--- config.mk ---
export PLATFORM = sky130hd
export DESIGN_NAME = edo_ctrl
export DESIGN_NICKNAME = d
export VERILOG_FILES = /design/src/pkg/edo_ctrl_pkg.sv /design/src/edo_ctrl.sv
export SDC_FILE = /design/constraint.sdc
export NUM_CORES = 1
export LEC_CHECK = 0
export ABC_AREA = 1
export ABC_CLOCK_PERIOD_IN_PS = 1600
export BUFFER_PORTS_ARGS = -buffer_cell sky130_fd_sc_hd__buf_2
export CAP_MARGIN = 0
export CORE_MARGIN = 4
export CORE_UTILIZATION = 50
export DETAILED_ROUTE_END_ITERATION = 7
export PLACE_DENSITY = 0.68
export SLEW_MARGIN = 25
export SYNTH_ARGS = -nofsm -noshare
export SYNTH_HDL_FRONTEND = slang
export SYNTH_SLANG_ARGS = --single-unit
--- constraint.sdc ---
create_clock -name clk_sys -period 1.6 [get_ports clk_sys]
set_input_delay 0.16 -clock clk_sys [delete_from_list [all_inputs] [get_ports clk_sys]]
set_output_delay 0.16 -clock clk_sys [all_outputs]
set_load 0.1 [all_outputs]
--- src/pkg/edo_ctrl_pkg.sv ---
// Constants and carrier types for the extended-data-out DRAM controller
package edo_ctrl_pkg;
   localparam int  CLK_HZ         = 20_000_000;
   localparam int  ROW_W          = 12;
   localparam int  COL_W          = 10;
   localparam int  DATA_W         = 4;
   localparam int  ADDR_W         = 22;
   localparam int  ROWS_4K        = 4096;
   localparam int  ROWS_2K        = 2048;
   localparam int  REF_MS_4K      = 64;
   localparam int  REF_MS_2K      = 32;
   localparam int  REF_CYC_4K     = (CLK_HZ / 1000) * REF_MS_4K / ROWS_4K;
   localparam int  REF_CYC_2K     = (CLK_HZ / 1000) * REF_MS_2K / ROWS_2K;
   localparam int  T_RP_NS        = 40;
   localparam int  T_RAS_NS       = 60;
   localparam int  T_RCD_NS       = 15;
   localparam int  T_CAS_NS       = 15;
   localparam int  CLK_NS         = 50;
   localparam int  RP_CYC         = (T_RP_NS + CLK_NS - 1) / CLK_NS;
   localparam int  RAS_CYC        = (T_RAS_NS + CLK_NS - 1) / CLK_NS;
   localparam int  RCD_CYC        = (T_RCD_NS + CLK_NS - 1) / CLK_NS;
   localparam int  CAS_CYC        = (T_CAS_NS + CLK_NS - 1) / CLK_NS;
   localparam int  CNT_W          = 16;

   typedef struct packed {
      logic              write;
      logic [ADDR_W-1:0] addr;
      logic [DATA_W-1:0] wdata;
   } req_s;

   typedef struct packed {
      logic              ras_n;
      logic              cas_n;
      logic              we_n;
      logic              oe_n;
      logic [ROW_W-1:0]  addr;
   } pins_s;
endpackage : edo_ctrl_pkg

--- src/edo_ctrl.sv ---
// Controller driving an asynchronous 4M x 4 extended-data-out DRAM
`timescale 1ns/1ps
module edo_ctrl #(
   parameter bit USE_2K      = 1'b0,
   parameter bit USE_COL_FIRST = 1'b1,
   parameter int REF_4K_CYC  = edo_ctrl_pkg::REF_CYC_4K,
   parameter int REF_2K_CYC  = edo_ctrl_pkg::REF_CYC_2K
) (
   // Clock and reset
   input  wire logic                              clk_sys,
   input  wire logic                              reset,
   // Request side
   input  wire logic                              req_valid,
   input  wire edo_ctrl_pkg::req_s                req,
   output logic                                   req_ready,
   output logic                                   rd_valid,
   output logic [edo_ctrl_pkg::DATA_W-1:0]        rd_data,
   // Memory pins
   output edo_ctrl_pkg::pins_s                    pins,
   output logic [edo_ctrl_pkg::DATA_W-1:0]        data_out,
   output logic                                   data_oe_n,
   input  wire logic [edo_ctrl_pkg::DATA_W-1:0]   data_in
);
   localparam int RW = edo_ctrl_pkg::ROW_W;
   localparam int CW = edo_ctrl_pkg::COL_W;
   localparam int DW = edo_ctrl_pkg::DATA_W;
   localparam int NW = edo_ctrl_pkg::CNT_W;
   localparam int REF_CYC = USE_2K ? REF_2K_CYC : REF_4K_CYC;
   // Extra cycle so held read data has reached the last synchroniser stage
   localparam int SYNC_WAIT = 1;

   initial begin
      if (REF_CYC < 16 || REF_CYC >= (1 << NW))
         $error("refresh interval out of range");
   end

   typedef enum logic [3:0] {
      S_IDLE, S_PRE, S_ROW, S_RCD, S_COL, S_HOLD, S_CAP, S_CFR_C, S_CFR_R, S_ROR
   } state_e;

   // Row field of a word address, top pin zero on the 2K part
   function automatic logic [RW-1:0] row_of(input logic [edo_ctrl_pkg::ADDR_W-1:0] a);
      logic [RW-1:0] r;
      r = a[edo_ctrl_pkg::ADDR_W-1:CW];
      if (USE_2K)
         r[RW-1] = 1'b0;
      return r;
   endfunction : row_of

   state_e                 st_q, st_d;
   logic [NW-1:0]          cnt_q, cnt_d, refc_q, refc_d;
   logic                   refp_q, refp_d, open_q, open_d;
   logic [RW-1:0]          orow_q, orow_d, rrow_q, rrow_d;
   edo_ctrl_pkg::req_s     cur_q, cur_d;
   edo_ctrl_pkg::pins_s    pins_d;
   logic [DW-1:0]          dout_d, rdat_d;
   logic                   doe_n_d, rdy_d, rv_d;
   logic [DW-1:0]          din_s1, din_s2, din_s3;

   always_comb begin
      st_d    = st_q;
      cnt_d   = (cnt_q != '0) ? cnt_q - 1'b1 : cnt_q;
      refc_d  = refc_q - 1'b1;
      refp_d  = refp_q;
      open_d  = open_q;
      orow_d  = orow_q;
      rrow_d  = rrow_q;
      cur_d   = cur_q;
      pins_d  = pins;
      dout_d  = data_out;
      doe_n_d = data_oe_n;
      rdy_d   = 1'b0;
      rv_d    = 1'b0;
      rdat_d  = rd_data;
      if (refc_q == '0) begin
         refc_d = NW'(REF_CYC - 1);
         refp_d = 1'b1;
      end
      case (st_q)
         S_IDLE: begin
            rdy_d = !refp_d;
            if (refp_q) begin
               // Close any open row, then refresh
               pins_d.ras_n = 1'b1;
               pins_d.cas_n = 1'b1;
               pins_d.oe_n  = 1'b1;
               doe_n_d      = 1'b1;
               open_d       = 1'b0;
               refp_d       = 1'b0;
               cnt_d        = NW'(edo_ctrl_pkg::RP_CYC);
               pins_d.addr  = rrow_q;
               st_d         = USE_COL_FIRST ? S_CFR_C : S_ROR;
               rdy_d        = 1'b0;
            end else if (req_valid && req_ready) begin
               cur_d = req;
               rdy_d = 1'b0;
               if (open_q && orow_q == row_of(req.addr)) begin
                  st_d = S_COL;
                  pins_d.addr = RW'(req.addr[CW-1:0]);
                  // Steering settles a cycle before the column strobe falls
                  pins_d.we_n = !req.write;
                  pins_d.oe_n = req.write;
                  doe_n_d     = !req.write;
                  dout_d      = req.wdata;
               end else begin
                  pins_d.ras_n = 1'b1;
                  pins_d.cas_n = 1'b1;
                  pins_d.oe_n  = 1'b1;
                  doe_n_d      = 1'b1;
                  open_d       = 1'b0;
                  cnt_d        = NW'(edo_ctrl_pkg::RP_CYC);
                  st_d         = S_PRE;
               end
            end
         end
         S_PRE: if (cnt_q == '0) begin
            pins_d.addr = row_of(cur_q.addr);
            st_d        = S_ROW;
         end
         S_ROW: begin
            pins_d.ras_n = 1'b0;
            open_d       = 1'b1;
            orow_d       = row_of(cur_q.addr);
            cnt_d        = NW'(edo_ctrl_pkg::RCD_CYC);
            st_d         = S_RCD;
         end
         S_RCD: begin
            pins_d.addr = RW'(cur_q.addr[CW-1:0]);
            pins_d.we_n = !cur_q.write;
            pins_d.oe_n = cur_q.write;
            doe_n_d     = !cur_q.write;
            dout_d      = cur_q.wdata;
            if (cnt_q == '0)
               st_d = S_COL;
         end
         S_COL: begin
            pins_d.cas_n = 1'b0;
            cnt_d        = NW'(edo_ctrl_pkg::CAS_CYC);
            st_d         = S_HOLD;
         end
         S_HOLD: if (cnt_q == '0) begin
            pins_d.cas_n = 1'b1;
            cnt_d        = NW'(SYNC_WAIT);
            st_d         = S_CAP;
         end
         S_CAP: if (cnt_q == '0) begin
            // Sample after the column strobe rose; data is still held
            rv_d        = !cur_q.write;
            rdat_d      = din_s3;
            pins_d.we_n = 1'b1;
            pins_d.oe_n = 1'b1;
            doe_n_d     = 1'b1;
            st_d        = S_IDLE;
            rdy_d       = !refp_d;
         end
         S_CFR_C: if (cnt_q == '0) begin
            pins_d.cas_n = 1'b0;
            st_d         = S_CFR_R;
            cnt_d        = NW'(edo_ctrl_pkg::RAS_CYC + 1);
         end
         S_CFR_R: begin
            pins_d.ras_n = 1'b0;
            if (cnt_q == '0) begin
               pins_d.ras_n = 1'b1;
               pins_d.cas_n = 1'b1;
               cnt_d        = NW'(edo_ctrl_pkg::RP_CYC);
               st_d         = S_IDLE;
            end
         end
         S_ROR: begin
            if (cnt_q == '0 && pins.ras_n) begin
               pins_d.ras_n = 1'b0;
               cnt_d        = NW'(edo_ctrl_pkg::RAS_CYC);
            end else if (cnt_q == '0) begin
               pins_d.ras_n = 1'b1;
               rrow_d       = rrow_q + 1'b1;
               if (USE_2K)
                  rrow_d[RW-1] = 1'b0;
               st_d = S_IDLE;
            end
         end
         default: st_d = S_IDLE;
      endcase
   end

   always_ff @(posedge clk_sys) begin
      din_s1 <= data_in;
      din_s2 <= din_s1;
      din_s3 <= din_s2;
      if (reset) begin
         st_q      <= S_IDLE;
         cnt_q     <= '0;
         refc_q    <= NW'(REF_CYC - 1);
         refp_q    <= 1'b0;
         open_q    <= 1'b0;
         orow_q    <= '0;
         rrow_q    <= '0;
         cur_q     <= '0;
         pins      <= '{ras_n: 1'b1, cas_n: 1'b1, we_n: 1'b1, oe_n: 1'b1, addr: '0};
         data_out  <= '0;
         data_oe_n <= 1'b1;
         req_ready <= 1'b0;
         rd_valid  <= 1'b0;
         rd_data   <= '0;
      end else begin
         st_q      <= st_d;
         cnt_q     <= cnt_d;
         refc_q    <= refc_d;
         refp_q    <= refp_d;
         open_q    <= open_d;
         orow_q    <= orow_d;
         rrow_q    <= rrow_d;
         cur_q     <= cur_d;
         pins      <= pins_d;
         data_out  <= dout_d;
         data_oe_n <= doe_n_d;
         req_ready <= rdy_d;
         rd_valid  <= rv_d;
         rd_data   <= rdat_d;
      end
   end
endmodule : edo_ctrl

==> impl_metrics.csv, run 1 <==
group,metric,value,unit
clocking,clk_path_buf_depth,2,
cells_and_area,drive_above_1_share,0.3533,
worst_setup_path,criticalPathCategory,"reg -> reg",
sta,setup_violations,19,
route,initialDrtViolationCount,555,
cells_and_area,final.fill_count,849,
sta,relSlewSlack,0.6740,
route,wl_per_cell,15.39,um
clocking,clock_tree.root_cell,"clkbuf_16",
die,io_pins,61,
sta,hold_viol_final,0,
synth,ys_types,38,
route,viasPerCell,5.331,
hold_path,hold_path.class,"in -> reg",
sta,fin_tns_setup,-310.0,ps
die,die_h,118.0,um
die,die_area,13920,um^2
synth,synth_cells,862,
die,fp-row-count,39,
global_route,track_usage,0.2534,
clocking,numCtsBuffers,17,
synth,ys_top_cells_by_area,"dfxtp_1 42%, nand2_1 10%, nor2_1 7.1%",
die,core_area,11610,um^2
cells_and_area,final_cells,1193,
sta,max_slew.worst_pin.slew,492.4,ps
worst_setup_path,cpMostUsedCell,"nor2_4",
cells_and_area,regArea,2596,um^2
global_route,antenna_found_initial,0,
worst_setup_path,path_max_fanout,6,
sta,skew,6.806,ps
synth,syn_area_per_cell,7.018,um^2
route,dr.pass1.iters,5,
synth,synth_top_area_frac,0.4236,
route,wl,18.36,mm
worst_setup_path,startpoint_type,"register",
global_route,grt_pass1_wl,29.01,mm
sta,timing.final.ws_setup,-56.56,ps
synth,synth_top_area_cell,"dfxtp_1",
worst_setup_path,slowest_delay,330,ps
clocking,insertion_delay,420,ps
synth,synthFlopType,"dfxtp_1",
synth,ys_warn_count,0,
pwr,pwr_density_cell,1808,nW/um^2
synth,synthesis.area,6050,um^2
die,initial_core_util,0.5209,
cells_and_area,diodes,0,
sta,slew_viol_final,0,
pwr,p_leak,3.887,nW
global_route,grt_pass1_vias,5991,
sta,fmax,603.7,MHz
global_route,grt_max_degree,75,
synth,ys_async_sr_fraction,0,
placed_design,gp_congestion,0.9091,
synth,synth-seq-cells,128,
cells_and_area,fin_nets,1075,
worst_setup_path,end_kind,"register",
route,vias,6360,
clocking,cts.clk_slew.worst_paths,60,ps
synth,synth_edf_count,0,
sta,grt_setup_unrepaired,"true",
synth,synth_nets,900,
route,ant_nets,0,
clocking,htreeDepth,4,
worst_setup_path,worstPathCellList,"nor2_4 > nand3_2 > nor2_4 > buf_6 > nand4_1 > nand2_2 > buf_4 > nand2_1 > a21oi_1",
sta,min_period_over_period,1.035,
flow_run,cap_viol_max_count,0,
die,dieWidth,118.0,um
pwr,peakVddDrop,0.001135,V
placed_design,port_buffers,60,
worst_setup_path,required,1950,ps
route,drcViolationCount,0,
placed_design,dp_cells,1122,
cells_and_area,multiInputGateArea,3500,um^2
clocking,cts_tree,"done",
global_route,grt-ovfl-total,0,
cells_and_area,area_delta_synth_final,44.59,%
worst_setup_path,cp_slowest_cell,"dfxtp_2",
clocking,cts.sinks,128,
synth,seq_area_frac_synth,0.4236,
status,failed_checks,"negative setup slack",
status,status,"finished, violations left",
worst_setup_path,arrival,2010,ps
sta,layout_min_cycle_time,1657,ps
placed_design,dp_hpwl,11.97,mm
placed cells by master, fill, tap and decap left out, drive strengths merged:
master / count
xnor2: 3
nand4: 19
clkinvlp: 3
a22oi: 3
nor4: 4
a32o: 1
nor3b: 2
ha: 4
nand3: 36
a31oi: 1
a22o: 10
nand3b: 4
dlymetal6s4s: 2
nor3: 13
xor2: 17
inv: 114
buf: 168
dfxtp: 128
nor2: 127
and2: 8
dlygate4sd3: 11
o31ai: 2
nand2: 171
clkinv: 7
o21ai: 89
a211oi: 1
clkbuf: 20
o211ai: 2
a21oi: 76
bufinv: 2
or2: 2
sequential cells by signal (all words and copies together) (netlist names):
name and count:
pins 16, data_oe_n 1, rrow_q 12, din_s1 4
cnt_q 16, st_q 4, refp_q 1, rd_valid 1
din_s2 4, orow_q 12, refc_q 16, rd_data 4
open_q 1, data_out 4, din_s3 4, cur_q 27
req_ready 1
critical path: cells and delay by family (launching register included):
kind	cells	cell delay, ps
AOI/OAI and AO/OA	1	130
buffers and inverters	2	260
and+or+nand+nor	6	870
DFF	1	330
cell type report:
cell class / count / area share
Clock inverter: 14 / 0.01774
Timing Repair Buffer: 183 / 0.1652
Inverter: 111 / 0.04863
Sequential cell: 128 / 0.2968
Tap cell: 143 / 0.02045
Clock buffer: 18 / 0.05021
Timing Repair inverter: 1 / 0.0008582
Multi-Input combinational cell: 595 / 0.4001
routing by layer:
metal | up-vias | share of wire | track usage
li1 | 3164 | - | -
met1 | 2973 | 0.43 | 0.3214
met2 | 180 | 0.50 | 0.4308
met3 | 43 | 0.045 | 0.04901
met4 | 0 | 0.025 | 0.08718
met5 | - | 0 | 0
cell usage after synthesis, drive strengths merged, types with 3 or more instances:
cell and n:
a21oi 76, a22o 10, a22oi 3, and2 8
buf 10, clkbuf 18, dfxtp 128, ha 4
inv 111, nand2 171, nand3 36, nand3b 4
nand4 19, nor2 127, nor3 13, nor4 4
o21ai 89, xnor2 3, xor2 17
logic make-up (layout without fill, tap and decap cells):
| kind of cell | after synthesis | in the layout | share of synthesized area |
|---|---|---|---|
| XOR/XNOR | 20 | 20 | 0.02896 |
| adder cells (fa/ha/maj) | 4 | 4 | 0.008273 |
| AO/OA/AOI/OAI | 185 | 185 | 0.1667 |
| buffers and inverters | 139 | 327 | 0.09100 |
| flip-flops | 128 | 128 | 0.4236 |
| AND/OR/NAND/NOR | 386 | 386 | 0.2815 |
path summary, 6_finish.rpt:
check	from	endpoint	slack (ps)	cells after the start
max	cnt_q[4]	st_q[1]	-60	9
min	req[10]	cur_q[10]	10	3
max reg2reg	cnt_q[4]	st_q[1]	-60	9
min reg2reg	din_s2[3]	din_s3[3]	330	0
what timing repair did:
action / 4_1_cts / 5_1_grt
pin swaps: 15 / 45
endpoints found under the setup margin: 80 / 91
setup buffers: 10 / 13
cloned: 3 / 3
endpoints found under the hold margin: 13 / 0
gates resized for setup: 71 / 151
hold buffers: 13 / 0
where the power goes:
group / switching, mW / total [mW] / leakage [nW] / internal, mW
combinational: 4.76 / 7.68 / 2.54 / 2.92
clock: 1.54 / 3.90 / 0.293 / 2.36
sequential: 0.431 / 4.23 / 1.05 / 3.80
total: 6.74 / 15.8 / 3.89 / 9.08
stage by stage:
| stage | hold slack (ps) | utilization | instance area (um^2) | power, mW | worst slack [ps] |
|---|---|---|---|---|---|
| floorplan | 187.7 | - | 6092 | 8.321 | -121.4 |
| global placement | 262.7 | 0.6125 | 7113 | 10.18 | -84.51 |
| detailed placement | 263.9 | 0.6125 | 7113 | 10.31 | -267.5 |
| CTS | 3.984 | 0.7062 | 8202 | 14.97 | -4.934 |
| global route | 18.38 | 0.7532 | 8747 | 16.66 | -149.3 |
| finish | 13.95 | 0.7532 | 8747 | 15.81 | -56.56 |
Power figures use the tool's default switching activity.
==> inputs of run 2 (changes only) <==
--- a/config.mk
+++ b/config.mk
@@ -9,10 +9,12 @@
 export ABC_CLOCK_PERIOD_IN_PS = 1600
 export BUFFER_PORTS_ARGS = -buffer_cell sky130_fd_sc_hd__buf_2
 export CAP_MARGIN = 0
+export CELL_PAD_IN_SITES_DETAIL_PLACEMENT = 1
+export CELL_PAD_IN_SITES_GLOBAL_PLACEMENT = 2
 export CORE_MARGIN = 4
-export CORE_UTILIZATION = 50
+export CORE_UTILIZATION = 30
 export DETAILED_ROUTE_END_ITERATION = 7
-export PLACE_DENSITY = 0.68
+export PLACE_DENSITY = 0.72
 export SLEW_MARGIN = 25
 export SYNTH_ARGS = -nofsm -noshare
 export SYNTH_HDL_FRONTEND = slang
==> run 2 against run 1 <==
  * Via count grew 0.74%
  * The flow finishes with violations (negative hold slack, negative setup slack)
  * Critical path type unchanged
  * Clock skew grew 0.96 ps
  * Final area grew 7.7%
  * Setup slack lost 34 ps
  * Final cell count grew 14%
  * First-iteration DRC count shrank 61%
  * Register-to-register slack lost 30 ps
  * Sequential share of layout area shrank 2.0 points
==> impl_metrics.csv, run 2 (synthesis gave the netlist of run 1 again) <==
group,metric,value,unit
sta,grt_setup_unrepaired,"true",
placed_design,dp_hpwl,14.80,mm
global_route,groute.layer.met3.usage,0.02938,
pwr,switching_share,0.4339,
global_route,grtUsageMet1,0.2412,
status,failed_checks,"negative hold slack, negative setup slack",
clocking,htreeDepth,4,
die,core_area,19650,um^2
sta,skew,7.761,ps
cells_and_area,final_cell_mix,"127 x buf_4, 123 x nand2_1, 105 x dfxtp_1",
worst_setup_path,worstPathCellList,"inv_2 > nand3_4 > nor2_4 > buf_4 > nor2_1 > nand2_2 > nand3_2 > o21ai_4 > clkbuf_16 > nor2_1",
die,initial_core_util,0.3078,
route,drcViolationCount,0,
cells_and_area,regMostFlops,"cur_q",
die,fp-row-count,51,
placed_design,placed_area,7551,um^2
clocking,cts_tree,"done",
clocking,numCtsBuffers,17,
placed_design,port_buffers,60,
hold_path,hold_path.class,"in -> reg",
worst_setup_path,end_kind,"register",
global_route,grt_pass1_vias,6416,
cells_and_area,final_area,9420,um^2
worst_setup_path,arrival,2010,ps
route,viasPerCell,4.718,
route,wl_per_cell,15.73,um
cells_and_area,diodes,0,
clocking,clk_path_buf_depth,2,
route,ant_nets,0,
pwr,pwr-share-clk,0.232,
route,initialDrtViolationCount,215,
sta,max_slew.worst_pin.slew,497.1,ps
worst_setup_path,startpoint_type,"register",
clocking,cts.sinks,128,
sta,setup_violations,33,
global_route,grt.busiest_layer,"met2",
sta,min_period_over_period,1.056,
global_route,track_usage,0.1837,
placed_design,dp_cells,1282,
cells_and_area,largest_reg_flops,27,
clocking,insertion_delay,430,ps
pwr,p_seq_frac,0.253,
sta,layout_min_cycle_time,1690,ps
cells_and_area,final_cells,1358,
die,die_area,22500,um^2
die,dieWidth,150.0,um
clocking,clock_tree.root_cell,"clkbuf_16",
cells_and_area,drive_above_1_share,0.4081,
route,wl,21.36,mm
cells_and_area,mostFrequentLayoutCell,"buf_4",
pwr,p_leak,4.126,nW
route,dr.pass1.iters,4,
worst_setup_path,required,1920,ps
pwr,peakVddDrop,0.0008275,V
clocking,cts.clk_slew.worst_paths,60,ps
pwr,comb_power_share,0.515,
cells_and_area,area_delta_synth_final,55.72,%
sta,fmax,591.6,MHz
die,die_h,150.0,um
flow_run,cap_viol_max_count,0,
pwr,pwr_density_cell,1787,nW/um^2
cells_and_area,utilization,0.4793,
sta,slew_viol_final,0,
route,vias,6407,
sta,hold_viol_final,1,
pwr,intPower,9.527,mW
global_route,grt_pass1_wl,32.55,mm
placed_design,gp_congestion,0.8047,
worst_setup_path,path_max_fanout,6,
worst_setup_path,criticalPathCategory,"reg -> reg",
worst_setup_path,cpMostUsedCell,"nor2_1",
status,status,"finished, violations left",
global_route,grtUsageMet2,0.3064,
worst_setup_path,slowest_delay,370,ps
sta,timing.final.ws_setup,-90.37,ps
sta,fin_tns_setup,-1400,ps
global_route,grt-ovfl-total,0,
pwr,p_sw,7.303,mW
global_route,antenna_found_initial,0,
global_route,grt_max_degree,40,
cells_and_area,fin_nets,1118,
placed_design,pre_cts_ws,-256.8,ps
worst_setup_path,cp_slowest_cell,"dfxtp_4",
cells_and_area,final.fill_count,2473,
pwr,total_power,16.83,mW
sta,relSlewSlack,0.6709,
sta,whs,-6.014,ps
die,io_pins,61,
## run 2: cell types whose count changed in the layout (fill, tap and decap cells not counted), moves of 5 or more
| cell | delta |
|---|---|
| o21ai_2 | -6 |
| nand2_1 | -11 |
| o21ai_1 | +10 |
| nand2_2 | +7 |
| nor2_1 | -13 |
| nor2_2 | +11 |
| nand3_1 | -5 |
| o21ai_0 | -7 |
| buf_4 | +38 |
## run 2: path summary, 6_finish.rpt
kind,start,to,slack [ps],cells after the start
setup / recovery,st_q[1],cnt_q[3],-90,10
hold / removal,req[5],cur_q[5],-6,3
setup reg to reg,st_q[1],cnt_q[3],-90,10
hold reg to reg,din_s1[1],din_s2[1],330,0
## run 2: cell type report
cell class,instances,area (um^2),area share
repair buffers,226,1822,0.1934
inverters,111,425.4,0.04516
flip-flops and latches,128,2604,0.2764
clock buffers,18,450.4,0.04782
clock inverters,14,143.9,0.01527
well taps,265,331.6,0.03520
multi-input cells,596,3643,0.3868
## run 2: worst max-delay path: cells and delay by family (launching register included)
| kind | cells | cell delay, ps |
|---|---|---|
| buffers and inverters | 3 | 440 |
| AOI/OAI and AO/OA | 1 | 220 |
| and+or+nand+nor | 6 | 560 |
| DFF | 1 | 370 |
## run 2: metal layers
layer  vias to the layer above  routed length (um)
met5                         -                   0
met4                         0                 548
met3                        37                 518
met2                        75               10350
met1                      3054                9940
li1                       3241                   -
## run 2: power by group through the flow
stage	logic, mW	registers [mW]	clock network (mW)
final	8.67	4.26	3.90
after global routing	9.37	4.32	4.16
after CTS	7.28	4.19	4.00
after detailed placement	6.59	4.22	0
after global placement	6.50	4.20	0
after floorplan	2.95	5.37	0
## run 2: timing repair
item                                    4_1_cts  5_1_grt
buffers inserted                              6       20
hold buffers                                 10        0
pin swaps                                    16       65
endpoints found under the hold margin        10        0
cloned                                        1        8
gates resized for setup                      72      194
endpoints found under the setup margin       70       86
==> inputs of run 3 (changes only) <==
--- a/config.mk
+++ b/config.mk
@@ -12,9 +12,9 @@
 export CELL_PAD_IN_SITES_DETAIL_PLACEMENT = 1
 export CELL_PAD_IN_SITES_GLOBAL_PLACEMENT = 2
 export CORE_MARGIN = 4
-export CORE_UTILIZATION = 30
+export CORE_UTILIZATION = 29
 export DETAILED_ROUTE_END_ITERATION = 7
-export PLACE_DENSITY = 0.72
+export PLACE_DENSITY = 0.69
 export SLEW_MARGIN = 25
 export SYNTH_ARGS = -nofsm -noshare
 export SYNTH_HDL_FRONTEND = slang
==> run 3 against run 2 <==
  * The run ends with negative setup slack left
  * Critical path depth is 1 lower
  * Clock skew hardly changed
  * Non-clock buffer count is 16 lower
  * Global-route usage is 0.95 points lower
  * Wire length is 2.8% lower
  * Sequential cell count stayed put
  * Worst hold slack better by 17 ps
  * Setup slack better by 11 ps
  * Fmax is 0.68% higher
==> impl_metrics.csv, run 3 (synthesis gave the netlist of run 1 again) <==
group,metric,value,unit
status,status,"finished, violations left",
status,failed_checks,"negative setup slack",
global_route,grt_pass1_wl,32.97,mm
route,ant_nets,0,
worst_setup_path,required,1910,ps
cells_and_area,largest_reg_flops,27,
sta,min_period_over_period,1.049,
placed_design,gp_congestion,0.7987,
sta,fin_tns_setup,-882.1,ps
pwr,pwr-share-clk,0.243,
pwr,switching_share,0.4292,
cells_and_area,area_delta_synth_final,51.02,%
pwr,comb_power_share,0.497,
die,initial_core_util,0.2971,
route,viasPerCell,4.639,
pwr,peakVddDrop,0.001026,V
worst_setup_path,end_kind,"register",
cells_and_area,fin_nets,1103,
route,wl,20.77,mm
global_route,grt_max_degree,74,
placed_design,port_buffers,60,
sta,skew,8.071,ps
pwr,total_power,16.21,mW
worst_setup_path,arrival,1990,ps
route,initialDrtViolationCount,204,
sta,setup_violations,33,
clocking,htreeDepth,4,
pwr,p_leak,4.048,nW
die,core_area,20360,um^2
sta,max_slew.worst_pin.slew,492.3,ps
cells_and_area,drive_above_1_share,0.3915,
die,io_pins,61,
global_route,track_usage,0.1742,
placed_design,dp_hpwl,14.49,mm
worst_setup_path,startpoint_type,"register",
sta,layout_min_cycle_time,1679,ps
worst_setup_path,path_max_fanout,4,
route,drcViolationCount,0,
sta,slew_viol_final,0,
die,dieWidth,152.4,um
cells_and_area,final.fill_count,2507,
clocking,numCtsBuffers,17,
die,die_h,152.4,um
clocking,insertion_delay,420,ps
cells_and_area,regMostFlops,"cur_q",
cells_and_area,final_cell_mix,"126 x buf_4, 120 x nand2_1, 110 x dfxtp_1",
sta,hold_viol_final,0,
sta,grt_setup_unrepaired,"true",
flow_run,cap_viol_max_count,0,
clocking,clk_path_buf_depth,2,
pwr,intPower,9.255,mW
clocking,clock_tree.root_cell,"clkbuf_16",
route,dr.pass1.iters,4,
pwr,p_seq_frac,0.260,
placed_design,pre_cts_ws,-197.7,ps
route,vias,6253,
die,fp-row-count,52,
pwr,p_sw,6.960,mW
route,wl_per_cell,15.41,um
clocking,cts.sinks,128,
clocking,cts.clk_slew.worst_paths,60,ps
sta,relSlewSlack,0.6740,
global_route,antenna_found_initial,0,
die,die_area,23230,um^2
global_route,grt-ovfl-total,0,
cells_and_area,diodes,0,
hold_path,hold_path.class,"in -> reg",
sta,fmax,595.6,MHz
global_route,grt_pass1_vias,6391,
cells_and_area,mostFrequentLayoutCell,"buf_4",
clocking,cts_tree,"done",
sta,timing.final.ws_setup,-78.98,ps
worst_setup_path,ff2ff_setup_slack,-80,ps
pwr,pwr_density_cell,1775,nW/um^2
worst_setup_path,criticalPathCategory,"reg -> reg",
[run 3: cell types whose count changed in the layout (fill, tap and decap cells not counted), sizes merged]
cell / previous run / this run
dlygate4sd3: 10 / 6
clkbuf: 23 / 20
bufinv: 0 / 2
buf: 211 / 203
clkinv: 6 / 1
clkinvlp: 2 / 5
[run 3: power by group through the flow]
stage          clock network, mW  logic (mW)  registers [mW]
2_1_floorplan                  0        2.95            5.37
3_3_place_gp                   0        6.54            4.18
3_5_place_dp                   0        6.59            4.19
4_1_cts                     4.04        7.23            4.16
5_1_grt                     4.21        8.83            4.28
6_report                    3.94        8.06            4.21
[run 3: path summary, 6_finish.rpt]
kind / from / endpoint / cells past startpoint
worst max register to register: cnt_q[4] / rrow_q[4] / 9
worst max-delay path: cnt_q[4] / rrow_q[4] / 9
worst min register to register: din_s1[2] / din_s2[2] / 0
worst min-delay path: req[9] / cur_q[9] / 3
[run 3: layout make-up]
cell class | instances | area (um^2) | share of cell area
multi-input cells | 596 | 3602 | 0.3943
flip-flops and latches | 128 | 2600 | 0.2846
repair buffers | 210 | 1573 | 0.1721
clock buffers | 19 | 432.9 | 0.04738
inverters | 111 | 430.4 | 0.04711
well taps | 270 | 337.8 | 0.03698
clock inverters | 13 | 152.6 | 0.01671
repair inverters | 1 | 7.507 | 0.0008217
[run 3: repair_timing]
action | CTS | global route
hold buffers | 6 | 0
pin swaps | 17 | 48
cloned | 2 | 2
hold endpoints to repair | 6 | 0
buffers inserted | 5 | 14
setup endpoints to repair | 90 | 95
resized for setup | 88 | 141
[run 3: metrics by stage]
step | hold WS, ps | std cells | instance area [um^2] | utilization
2_1_floorplan | 187.7 | 862 | 6092 | -
3_3_place_gp | 262.8 | 1288 | 7565 | 0.3715
3_5_place_dp | 264.7 | 1288 | 7565 | 0.3715
4_1_cts | 0.9918 | 1332 | 8553 | 0.4200
5_1_grt | 6.044 | 1348 | 9136 | 0.4486
6_report | 10.60 | 1348 | 9136 | 0.4486
[run 3: critical path, stage by stage, from the launching register on]
cell and delay, ps:
dfxtp_2 330, nor2_4 190, nand3_2 110, nor2_4 130, nand2_4 90, nor2_4 130, nand4_1 190, buf_6 190
o21ai_2 150, a21oi_2 50
[run 3: per-layer routing]
layer  global-route usage  part of all wire  up-vias
met1               0.2314              0.47     2960
met3              0.03153             0.025       15
met4              0.03988             0.011        0
li1                     -                 -     3214
met2               0.2961              0.49       64
met5                    0                 0        -
